==> src/hw/acwzd_pkg.sv <==
// constants, types and decode functions for the setup-word decoder
`default_nettype none
package acwzd_pkg;
  // ==========================================================
  // setup word layout
  localparam int unsigned CFG_W     = 10;
  localparam logic [9:0]  CFG_RESET = 10'h020;
  localparam int unsigned BIT_REF   = 0;
  localparam int unsigned BIT_MODE  = 1;
  localparam int unsigned BIT_SLEEP = 2;
  localparam int unsigned ARR_LSB   = 3;
  localparam int unsigned ARR_MSB   = 7;
  localparam int unsigned TEST_LO   = 8;
  localparam int unsigned TEST_HI   = 9;
  localparam int unsigned W1_RESET  = 0;
  // ==========================================================
  // register select codes, {hi, lo}
  localparam logic [1:0] SEL_WORD0 = 2'h0;
  localparam logic [1:0] SEL_WORD1 = 2'h1;
  // ==========================================================
  // channel arrangements
  localparam logic [4:0] ARR_POS  = 5'h00;
  localparam logic [4:0] ARR_NEG  = 5'h01;
  localparam logic [4:0] ARR_DIFF = 5'h04;
  localparam logic [4:0] ARR_SCAN = 5'h11;
  localparam logic [1:0] CH_POS   = 2'h0;
  localparam logic [1:0] CH_NEG   = 2'h1;
  localparam logic [1:0] CH_DIFF  = 2'h2;
  localparam logic [1:0] MASK_NONE = 2'h0;
  localparam logic [1:0] MASK_POS  = 2'h1;
  localparam logic [1:0] MASK_NEG  = 2'h2;
  localparam logic [1:0] MASK_BOTH = 2'h3;
  // ==========================================================
  // block counting
  localparam logic [4:0] BLOCK_MIN  = 5'h01;
  localparam logic [4:0] BLOCK_STEP = 5'h01;
  localparam logic [4:0] CNT_ZERO   = 5'h00;

  typedef enum logic [1:0] {SEQ_IDLE, SEQ_FIRST, SEQ_SECOND} acwzd_seq_e;

  function automatic logic word_hit(input logic hi, input logic lo, input logic [1:0] sel);
    word_hit = ({hi, lo} == sel);
  endfunction : word_hit

  function automatic logic arr_legal(input logic [4:0] arr);
    arr_legal = (arr == ARR_POS) || (arr == ARR_NEG) || (arr == ARR_DIFF) || (arr == ARR_SCAN);
  endfunction : arr_legal

  function automatic logic [1:0] arr_mask(input logic [4:0] arr);
    case (arr)
      ARR_POS:  arr_mask = MASK_POS;
      ARR_NEG:  arr_mask = MASK_NEG;
      ARR_DIFF: arr_mask = MASK_BOTH;
      ARR_SCAN: arr_mask = MASK_BOTH;
      default:  arr_mask = MASK_NONE;
    endcase
  endfunction : arr_mask
endpackage : acwzd_pkg
`default_nettype wire

==> src/hw/acwzd_link_if.sv <==
// carrier between the setup decoder and its conversion sequencer
`default_nettype none
interface acwzd_link_if;
  logic       single;
  logic       sleep;
  logic       scan;
  logic       fire;
  logic [1:0] fixed_ch;
  logic [1:0] fixed_mask;
  logic       conv_write;
  logic [1:0] conv_channel;
  logic       sample_hold;
  logic [1:0] hold_mask;
  logic       idle;

  modport ctl (output single, sleep, scan, fire, fixed_ch, fixed_mask,
               input  conv_write, conv_channel, sample_hold, hold_mask, idle);
  modport seq (input  single, sleep, scan, fire, fixed_ch, fixed_mask,
               output conv_write, conv_channel, sample_hold, hold_mask, idle);
endinterface : acwzd_link_if
`default_nettype wire

==> src/hw/acwzd_seq.sv <==
// conversion sequencer: hold pulse and per-channel write strobes
`default_nettype none
module acwzd_seq (
  input  wire logic mclk,
  input  wire logic rst_n,
  input  wire logic clk_en,
  acwzd_link_if.seq lnk
);
  // ==========================================================
  // state
  acwzd_pkg::acwzd_seq_e state_reg;
  acwzd_pkg::acwzd_seq_e state_next;
  logic       phase_reg;
  logic       phase_next;
  logic       wr_reg;
  logic       wr_next;
  logic [1:0] ch_reg;
  logic [1:0] ch_next;
  logic       hold_reg;
  logic       hold_next;
  logic [1:0] mask_reg;
  logic [1:0] mask_next;
  wire  logic [1:0] scan_ch = phase_reg ? acwzd_pkg::CH_NEG : acwzd_pkg::CH_POS;

  // ==========================================================
  // next state; edges that land mid-sequence are dropped
  always_comb
  begin
    state_next = state_reg;
    phase_next = lnk.scan ? phase_reg : 1'b0;
    wr_next    = 1'b0;
    ch_next    = ch_reg;
    hold_next  = 1'b0;
    mask_next  = mask_reg;
    if (lnk.sleep)
    begin
      state_next = acwzd_pkg::SEQ_IDLE;
    end
    else
    begin
      unique case (state_reg)
        acwzd_pkg::SEQ_IDLE:
          if (lnk.fire)
          begin
            hold_next = 1'b1;
            mask_next = lnk.fixed_mask;
            if (lnk.single)
            begin
              state_next = acwzd_pkg::SEQ_FIRST;
            end
            else
            begin
              wr_next    = 1'b1;
              ch_next    = lnk.scan ? scan_ch : lnk.fixed_ch;
              phase_next = lnk.scan & ~phase_reg;
            end
          end
        acwzd_pkg::SEQ_FIRST:
        begin
          wr_next    = 1'b1;
          ch_next    = lnk.scan ? acwzd_pkg::CH_POS : lnk.fixed_ch;
          state_next = lnk.scan ? acwzd_pkg::SEQ_SECOND : acwzd_pkg::SEQ_IDLE;
        end
        acwzd_pkg::SEQ_SECOND:
        begin
          wr_next    = 1'b1;
          ch_next    = acwzd_pkg::CH_NEG;
          state_next = acwzd_pkg::SEQ_IDLE;
        end
      endcase
    end
  end

  always_ff @(posedge mclk)
  begin
    if (!rst_n)
    begin
      state_reg <= acwzd_pkg::SEQ_IDLE;
      phase_reg <= 1'b0;
      wr_reg    <= 1'b0;
      ch_reg    <= acwzd_pkg::CH_DIFF;
      hold_reg  <= 1'b0;
      mask_reg  <= acwzd_pkg::MASK_NONE;
    end
    else if (clk_en)
    begin
      state_reg <= state_next;
      phase_reg <= phase_next;
      wr_reg    <= wr_next;
      ch_reg    <= ch_next;
      hold_reg  <= hold_next;
      mask_reg  <= mask_next;
    end
  end

  assign lnk.conv_write   = wr_reg;
  assign lnk.conv_channel = ch_reg;
  assign lnk.sample_hold  = hold_reg;
  assign lnk.hold_mask    = mask_reg;
  assign lnk.idle         = (state_reg == acwzd_pkg::SEQ_IDLE);
endmodule : acwzd_seq
`default_nettype wire

==> src/hw/acwzd_top.sv <==
// setup-word decoder: latch, decode and conversion pacing
//
// Contract
// - bit 0 picks internal or external reference
// - continuous: one write per pace falling edge
// - single mode: pace pin is start strobe
// - start edge holds all selected inputs together
// - single mode: ready once block count reached
// - sleep stops converting, bus stays usable
// - arrangement 00000 positive, 00001 negative input
// - arrangement 00100 positive minus negative differential
// - 10001 scans positive then negative, repeating
// - reset value has only bit 5 set
// - bits 9:8 select normal or reference input
// - three check voltages offered as inputs
// - word latched with both selects low
// - setup word cannot be read back
// - device reset bit restores setup word
`default_nettype none
module acwzd_top (
  input  wire logic       mclk,
  input  wire logic       rst_n,
  input  wire logic       clk_en,
  input  wire logic       bus_write,
  input  wire logic       reg_select_lo,
  input  wire logic       reg_select_hi,
  input  wire logic [9:0] bus_data,
  input  wire logic [4:0] block_size,
  input  wire logic       conversion_pace_pin,
  output logic            use_ext_ref,
  output logic            core_sleep,
  output logic            check_voltage_sel_lo,
  output logic            check_voltage_sel_hi,
  output logic            conv_write,
  output logic [1:0]      conv_channel,
  output logic            sample_hold,
  output logic [1:0]      hold_mask,
  output logic            block_ready_out
);
  // ==========================================================
  // bus decode; no read path exists for the setup word
  logic [acwzd_pkg::CFG_W-1:0] cfg_reg;
  logic [acwzd_pkg::CFG_W-1:0] cfg_next;
  wire  logic hit0 = bus_write &&
                     acwzd_pkg::word_hit(reg_select_hi, reg_select_lo, acwzd_pkg::SEL_WORD0);
  wire  logic hit1 = bus_write &&
                     acwzd_pkg::word_hit(reg_select_hi, reg_select_lo, acwzd_pkg::SEL_WORD1);
  wire  logic dev_reset = hit1 && bus_data[acwzd_pkg::W1_RESET];

  // the device reset of the second word wins; both cannot hit at once anyway
  assign cfg_next = dev_reset ? acwzd_pkg::CFG_RESET :
                    hit0      ? bus_data :
                                cfg_reg;

  always_ff @(posedge mclk)
  begin
    if (!rst_n)
    begin
      cfg_reg <= acwzd_pkg::CFG_RESET;
    end
    else if (clk_en)
    begin
      cfg_reg <= cfg_next;
    end
  end

  // ==========================================================
  // field decode
  wire logic [4:0] arrangement = cfg_reg[acwzd_pkg::ARR_MSB:acwzd_pkg::ARR_LSB];
  wire logic input_pick_lo   = arrangement[0];
  wire logic paired_input_lo = arrangement[2];
  wire logic paired_input_hi = arrangement[3];
  wire logic input_pick_hi   = arrangement[1];
  wire logic scan_on         = arrangement[4];
  // reserved codes are undefined; here they simply never convert
  wire logic arr_ok = acwzd_pkg::arr_legal(arrangement);
  wire logic single_mode = cfg_reg[acwzd_pkg::BIT_MODE];
  wire logic sleeping    = cfg_reg[acwzd_pkg::BIT_SLEEP];
  logic [1:0] fixed_ch;

  always_comb
  begin
    fixed_ch = acwzd_pkg::CH_POS;
    if (paired_input_lo && !paired_input_hi && !input_pick_hi && !input_pick_lo)
    begin
      fixed_ch = acwzd_pkg::CH_DIFF;
    end
    else if (input_pick_lo && !scan_on)
    begin
      fixed_ch = acwzd_pkg::CH_NEG;
    end
  end

  // ==========================================================
  // pace pin: clock in continuous mode, start strobe in single mode
  logic pace_reg;
  wire  logic conversion_start_strobe = conversion_pace_pin;
  wire  logic pace_fall = pace_reg && !conversion_start_strobe;

  always_ff @(posedge mclk)
  begin
    if (!rst_n)
    begin
      pace_reg <= 1'b0;
    end
    else if (clk_en)
    begin
      pace_reg <= conversion_pace_pin;
    end
  end

  acwzd_link_if lnk ();

  assign lnk.single     = single_mode;
  assign lnk.sleep      = sleeping;
  assign lnk.scan       = scan_on && arr_ok;
  assign lnk.fire       = pace_fall && !sleeping && arr_ok;
  assign lnk.fixed_ch   = fixed_ch;
  assign lnk.fixed_mask = acwzd_pkg::arr_mask(arrangement);

  acwzd_seq u_seq (
    .mclk   (mclk),
    .rst_n  (rst_n),
    .clk_en (clk_en),
    .lnk    (lnk)
  );

  // ==========================================================
  // block counting; a block size of zero counts as one
  logic [4:0] cnt_reg;
  logic [4:0] cnt_next;
  logic       ready_reg;
  wire  logic [4:0] blk     = (block_size == acwzd_pkg::CNT_ZERO) ? acwzd_pkg::BLOCK_MIN
                                                                  : block_size;
  wire  logic [4:0] cnt_inc = cnt_reg + acwzd_pkg::BLOCK_STEP;
  wire  logic       blk_done = lnk.conv_write && (cnt_inc >= blk);

  assign cnt_next = dev_reset      ? acwzd_pkg::CNT_ZERO :
                    blk_done       ? acwzd_pkg::CNT_ZERO :
                    lnk.conv_write ? cnt_inc : cnt_reg;

  always_ff @(posedge mclk)
  begin
    if (!rst_n)
    begin
      cnt_reg   <= acwzd_pkg::CNT_ZERO;
      ready_reg <= 1'b0;
    end
    else if (clk_en)
    begin
      cnt_reg   <= cnt_next;
      ready_reg <= blk_done && !dev_reset;
    end
  end

  // ==========================================================
  // outputs, all from flops
  assign use_ext_ref          = cfg_reg[acwzd_pkg::BIT_REF];
  assign core_sleep           = cfg_reg[acwzd_pkg::BIT_SLEEP];
  // a nonzero pair swaps the analog input for a check voltage
  assign check_voltage_sel_lo = cfg_reg[acwzd_pkg::TEST_LO];
  assign check_voltage_sel_hi = cfg_reg[acwzd_pkg::TEST_HI];
  assign conv_write           = lnk.conv_write;
  assign conv_channel         = lnk.conv_channel;
  assign sample_hold          = lnk.sample_hold;
  assign hold_mask            = lnk.hold_mask;
  assign block_ready_out      = ready_reg;
endmodule : acwzd_top
`default_nettype wire

==> config.mk <==
export PLATFORM = sky130hd
export DESIGN_NAME = acwzd_top
export DESIGN_NICKNAME = d
export VERILOG_FILES = /design/src/hw/acwzd_pkg.sv /design/src/hw/acwzd_link_if.sv /design/src/hw/acwzd_seq.sv /design/src/hw/acwzd_top.sv
export SDC_FILE = /design/constraint.sdc
export NUM_CORES = 1
export LEC_CHECK = 0
export BUFFER_PORTS_ARGS = -buffer_cell sky130_fd_sc_hd__buf_2
export CORE_ASPECT_RATIO = 0.8
export CORE_UTILIZATION = 53
export CTS_CLUSTER_SIZE = 16
export DETAILED_ROUTE_END_ITERATION = 7
export GPL_TIMING_DRIVEN = 0
export PLACE_DENSITY_LB_ADDON = 0.2
export SETUP_SLACK_MARGIN = 0.4
export SLEW_MARGIN = 20
export SYNTH_ARGS = -nofsm -noshare
export SYNTH_HDL_FRONTEND = slang
export SYNTH_SLANG_ARGS = --single-unit
==> constraint.sdc <==
create_clock -name mclk -period 3.26 [get_ports mclk]
set_clock_uncertainty 0.1 [all_clocks]
set_input_delay 0.652 -clock mclk [delete_from_list [all_inputs] [get_ports mclk]]
set_output_delay 0.652 -clock mclk [all_outputs]
set_load 0.05 [all_outputs]
== Word level (Yosys, flattened, before mapping) ==
Cells that the tools add are included.

* Register bits: 26
* Output and inout port bits: 11

* $add $sub $neg: 1
* Magnitude comparators: 1
* Equality and inequality tests: 10
* Multiplexer cells: 32
* Bitwise gates (word level): 3
* Reductions and logical operators: 36

{| class="wikitable"
|+ Operators by type and width
! operator !! number
|-
| 10-bit 2-to-1 mux || 2
|-
| 5-bit 2-to-1 mux || 4
|-
| 2-bit 2-to-1 mux || 9
|-
| 2-bit one-hot mux with 3 select lines || 3
|-
| 1-bit logical AND || 13
|-
| 1-bit 2-to-1 mux || 13
|-
| 5-bit zero test || 2
|-
| 4-bit AND reduction || 2
|-
| 1-bit zero test || 7
|-
| 3-bit != test (second input constant) || 2
|-
| 5-bit by 1-bit adder with 5-bit output (second input constant) || 1
|-
| 5-bit by 1-bit equality test with 1-bit output (second input constant) || 1
|-
| 5-bit by 3-bit equality test with 1-bit output (second input constant) || 1
|-
| 5-bit equality test (second input constant) || 1
|-
| 5-bit >= comparator || 1
|-
| 2-bit by 1-bit equality test with 1-bit output (second input constant) || 2
|-
| 2-bit zero test || 2
|-
| 2-bit != test (second input constant) || 2
|-
| 2-bit AND reduction || 2
|-
| 2-bit OR reduction || 2
|-
| 1-bit logical OR || 3
|-
| 3-bit AND reduction || 1
|-
| 3-bit nonzero test || 1
|-
| 2-bit equality test (second input constant) || 1
|-
| 4 further kinds || 5
|}

== Logic depth before layout (Yosys ltp) ==
* Depth in word-level cells: 10
* Depth in mapped cells: 8
* Gate-level depth less buffers: 8

== Hierarchy ==
A second synthesis with hierarchy kept.

* Cells, all modules: 166
* Area total of the unflattened synthesis: 1491.4 um2

{| class="wikitable"
|+ By module, submodules not included
! module !! instances !! cells each !! area an instance (um2) !! seq. area each (um2)
|-
| acwzd_top || 1 || 108 || 970.9 || 340.3
|-
| acwzd_seq || 1 || 58 || 520.5 || 180.2
|}

== Least setup slack after synthesis ==
OpenSTA, ideal clock, no wires.

* Path type: input to register
* Start: input port block_size[3]
* End: register cnt_reg[2]
* Library setup time: 0.095 ns
* Data arrival time: 1.951 ns
* Required time: 3.065 ns
* Slack: 1.114 ns
* Stages: 7
* Buffers on the path: 0
* Path through: inv_1 -> a41o_1 -> ha_1 -> nand2b_1 -> a31oi_1 -> o21ai_0 -> o311ai_1

* Cells in the longest elaborated chain, start to end: 6
* Elaborated cells between the ends (all ways): 8
* Those cells by class: 1 x order compare; 3 x mux; 4 x reduce/logical

{| class="wikitable"
|+ RTL lines
! element !! RTL line !! RTL
|-
| from (decl) || acwzd_top.sv:28 || <nowiki>input wire logic [4:0] block_size,</nowiki>
|-
| 5-bit zero test || acwzd_top.sv:133 || <nowiki>wire logic [4:0] blk = (block_size == acwzd_pkg::CNT_ZERO) ? acwzd_pkg::BLOCK_MIN</nowiki>
|-
| 5-bit 2-to-1 mux * || acwzd_top.sv:133 ||
|-
| 5-bit >= comparator * || acwzd_top.sv:136 || <nowiki>wire logic blk_done = lnk.conv_write && (cnt_inc >= blk);</nowiki>
|-
| 1-bit logical AND * || acwzd_top.sv:136 ||
|-
| 3-bit nonzero test (no line) or 5-bit 2-to-1 mux (tied branches) || n/a ||
|-
| 2-bit AND reduction (no line) or 5-bit 2-to-1 mux (tied branches) || n/a ||
|-
| to (signal assigned) || acwzd_top.sv:146 || <nowiki>cnt_reg <= acwzd_pkg::CNT_ZERO;</nowiki>
|-
| to (signal assigned) || acwzd_top.sv:151 || <nowiki>cnt_reg <= cnt_next;</nowiki>
|-
| to (decl) || acwzd_top.sv:130 || <nowiki>logic [4:0] cnt_reg;</nowiki>
|}

Every way passes the cells marked *; elsewhere a longest branch is shown, timed or not.
A chain may end at the register's enable or synchronous reset.

== Worst setup path after layout ==
* Start: register cnt_reg[0]
* End: register cnt_reg[2]

* Cells in the longest elaborated chain, start to end: 5
* Elaborated cells between the ends (all ways): 8
* Those cells by class: 1 x add/sub; 1 x order compare; 3 x mux; 3 x reduce/logical

{| class="wikitable"
|+ RTL lines
! element !! RTL line !! RTL
|-
| 5-bit by 1-bit adder with 5-bit output * || acwzd_top.sv:135 || <nowiki>wire logic [4:0] cnt_inc = cnt_reg + acwzd_pkg::BLOCK_STEP;</nowiki>
|-
| 5-bit >= comparator || acwzd_top.sv:136 ||
|-
| 1-bit logical AND || acwzd_top.sv:136 ||
|-
| 3-bit nonzero test (no line) or 5-bit 2-to-1 mux (tied branches) || n/a ||
|-
| 2-bit AND reduction (no line) or 5-bit 2-to-1 mux (tied branches) || n/a ||
|}

Every way passes the cells marked *; elsewhere a longest branch is shown, timed or not. The select of a mux whose other input is x is not followed.

==> results.cfg <==
[pwr]
ir_drop_mv = 0.278
power.leakage_uw = 0.000730
power_density_nw_per_um2 = 365
finalPower_uw = 634

[floorplan]
fp-row-count = 16
die_h_um = 49.4
start_util_pct = 58.5
core_area_um2 = 2540
ioPinCount = 33
dieArea_um2 = 3020
die-width_um = 61.2

[hold_path]
holdPathEnd = u_seq.lnk.conv_channel[0]
hold_start = u_seq.lnk.conv_channel[0]
hold_path_depth = 2
hp-class = flip-flop to flip-flop

[sta]
hold_slack_ns = 0.377
hold_violations = 0
tns_ns = 0
fmax_mhz = 397
fin_crit_ns = 2.52
rsz0062_at_grt = false
setup_viol = 0
setup_ws_ns = 0.743
maxSlewViolCount = 0
worst_slew_margin_rel_pct = 42.9
worst_pin_slew_ns = 0.855
post-route-period-util_pct = 77.2

[yosys]
synth_top_area_cell = dfxtp_1
synth_ff_type = dfxtp_1
yosysSeqAreaShare_pct = 35.0
yosys_warnings = 0
synth_edf_count = 0
synth_fp_nets = 198
synth.ff_latch_count = 26
syn_area_per_cell_um2 = 8.90
synthTopCellsByArea = dfxtp_1 (35%), ha_1 (7.6%), nor2b_1 (5.1%)
ys_async_sr_fraction_pct = 0
netlist-cell-type-count = 45
syn-cell-area_um2 = 1490
synth_cells = 167
synth_top_area_share_pct = 35.0

[layout]
largest_register_ffs = 10
final_cells = 238
area_growth_pct = 17.0
fin_nets = 234
drive_gt1_share_pct = 22.3
diodes = 0
n_fill_cell = 214

[grt]
grt_overflow = 0
grt_max_degree = 16
grt_pass1_vias = 1285
grt_pass1_wl_um = 5530
grtUsageTotal_pct = 24.4
grt_antenna_before_repair = 0

[route]
drtIter0Drc = 48
drc = 0
postRouteWirelength_um = 3500
dr.pass1.iters = 5
wl_per_cell_um = 14.7
ant_nets = 0
vias = 1372
vias_per_cell = 5.76

[clocking]
clkSlewWorstSetupHoldPaths_ns = 0.15
numCtsBuffers = 3
clockBufferDepth = 2
holdBufCountCts = 0
htreeDepth = 1
cts_tree = built
clock_sinks = 26
clkLatencyLatePin_ns = 0.34
postCtsSetupBuffers = 0
cts-resized-gates = 0
root_buffer = clkbuf_4

[status]
outcome = finished clean

[placement]
place_ws_ns = 0.803
place.gp.congestion = 0.945
hpwl_um = 2680
io_buffers = 31
dp.cells = 234

[job]
cap_violations = 0

[critical_path]
worstSetupStartpointType = flip-flop
arrival_ns = 2.68
r2r_setup_slack_ns = 0.74
startpoint = cnt_reg[0]
reg2regPathDepth = 8
path_class = flip-flop to flip-flop
crit_fanout = 5
r2r-start = cnt_reg[0]
cp-end-kind = flip-flop
cp_data_required_time_ns = 3.42
timing.rr.end = cnt_reg[2]
[through the flow]
step / utilization (%) / area (µm²)
finish: 68.4 / 1740
global route: 68.4 / 1740
CTS: 68.4 / 1740
detailed placement: 66.3 / 1690
global placement: 66.3 / 1690
floorplan: - / 1490
[worst max-delay path, cell delays in order, from the launching register on]
cell and delay, ns:
dfxtp_1 0.42, ha_1 0.30, nand3_1 0.14, xnor2_1 0.22
ha_1 0.29, a21o_1 0.21, nor3_1 0.29, o21ai_0 0.24
o311ai_1 0.26
[cells by family (layout without fill, tap and decap cells)]
logic type / Yosys count / in the layout / share of synthesized area, %
and+or+nand+nor: 62 / 62 / 25.9
adders and majority gates: 9 / 9 / 7.58
DFF: 26 / 26 / 35.0
AOI/OAI and AO/OA: 38 / 38 / 19.2
muxes: 7 / 7 / 4.80
xor gates and xnor gates: 3 / 3 / 1.77
buffers and inverters: 22 / 57 / 5.72
[cells in the mapped netlist (all sizes together), types with 2 or more instances]
cell,number
dfxtp,26
inv,16
nand2,13
nor2b,12
nand3,10
ha,9
o21ai,9
a22oi,8
mux2i,6
nand2b,6
nor2,5
a21boi,4
clkbuf,4
nor4,4
o311ai,3
a21o,2
a31oi,2
buf,2
nor3,2
o211ai,2
or3b,2
or4b,2
xnor2,2
[where the power goes]
part | internal [µW] | switching [µW]
clock network | 125 | 101
registers | 323 | 4.89
logic | 32.5 | 47.1
[layer usage]
metal	vias to the layer above	global-route usage (%)	share of wire [%]
li1	674	-	-
met1	636	31.8	47
met5	-	0	0
met4	0	4.17	1.1
met3	7	5.31	6.9
met2	55	41.1	45
[how the worst max path moves through the flow]
stage                  to  cells past startpoint
6_report       cnt_reg[2]                      8
4_1_cts        cnt_reg[2]                      8
3_3_place_gp   cnt_reg[2]                      8
2_1_floorplan  cnt_reg[2]                      7
3_5_place_dp   cnt_reg[2]                      8
5_1_grt        cnt_reg[2]                      8
[placed cells by master (no fill, tap or decap), types with 3 or more instances in the layout]
cell and count:
buf_2 33, nand2b_1 6, nand3_1 10, nor2b_1 12, a22oi_1 8, clkbuf_4 3, o21ai_0 8, nor2_1 4
clkbuf_1 4, mux2i_1 6, inv_1 16, dfxtp_1 26, ha_1 9, nand2_1 13, nor4_1 3
[area by class of cell]
class	instances	area, µm²	area share (%)
clock inverter	1	30.0	1.73
timing repair buffer	31	155	8.92
sequential	26	520	29.9
tap	36	45.0	2.59
clock buffer	3	22.5	1.29
buffer	6	25.0	1.44
inverter	16	60.1	3.45
multi-input combinational	119	881	50.6
Power figures use the tool's default switching activity.
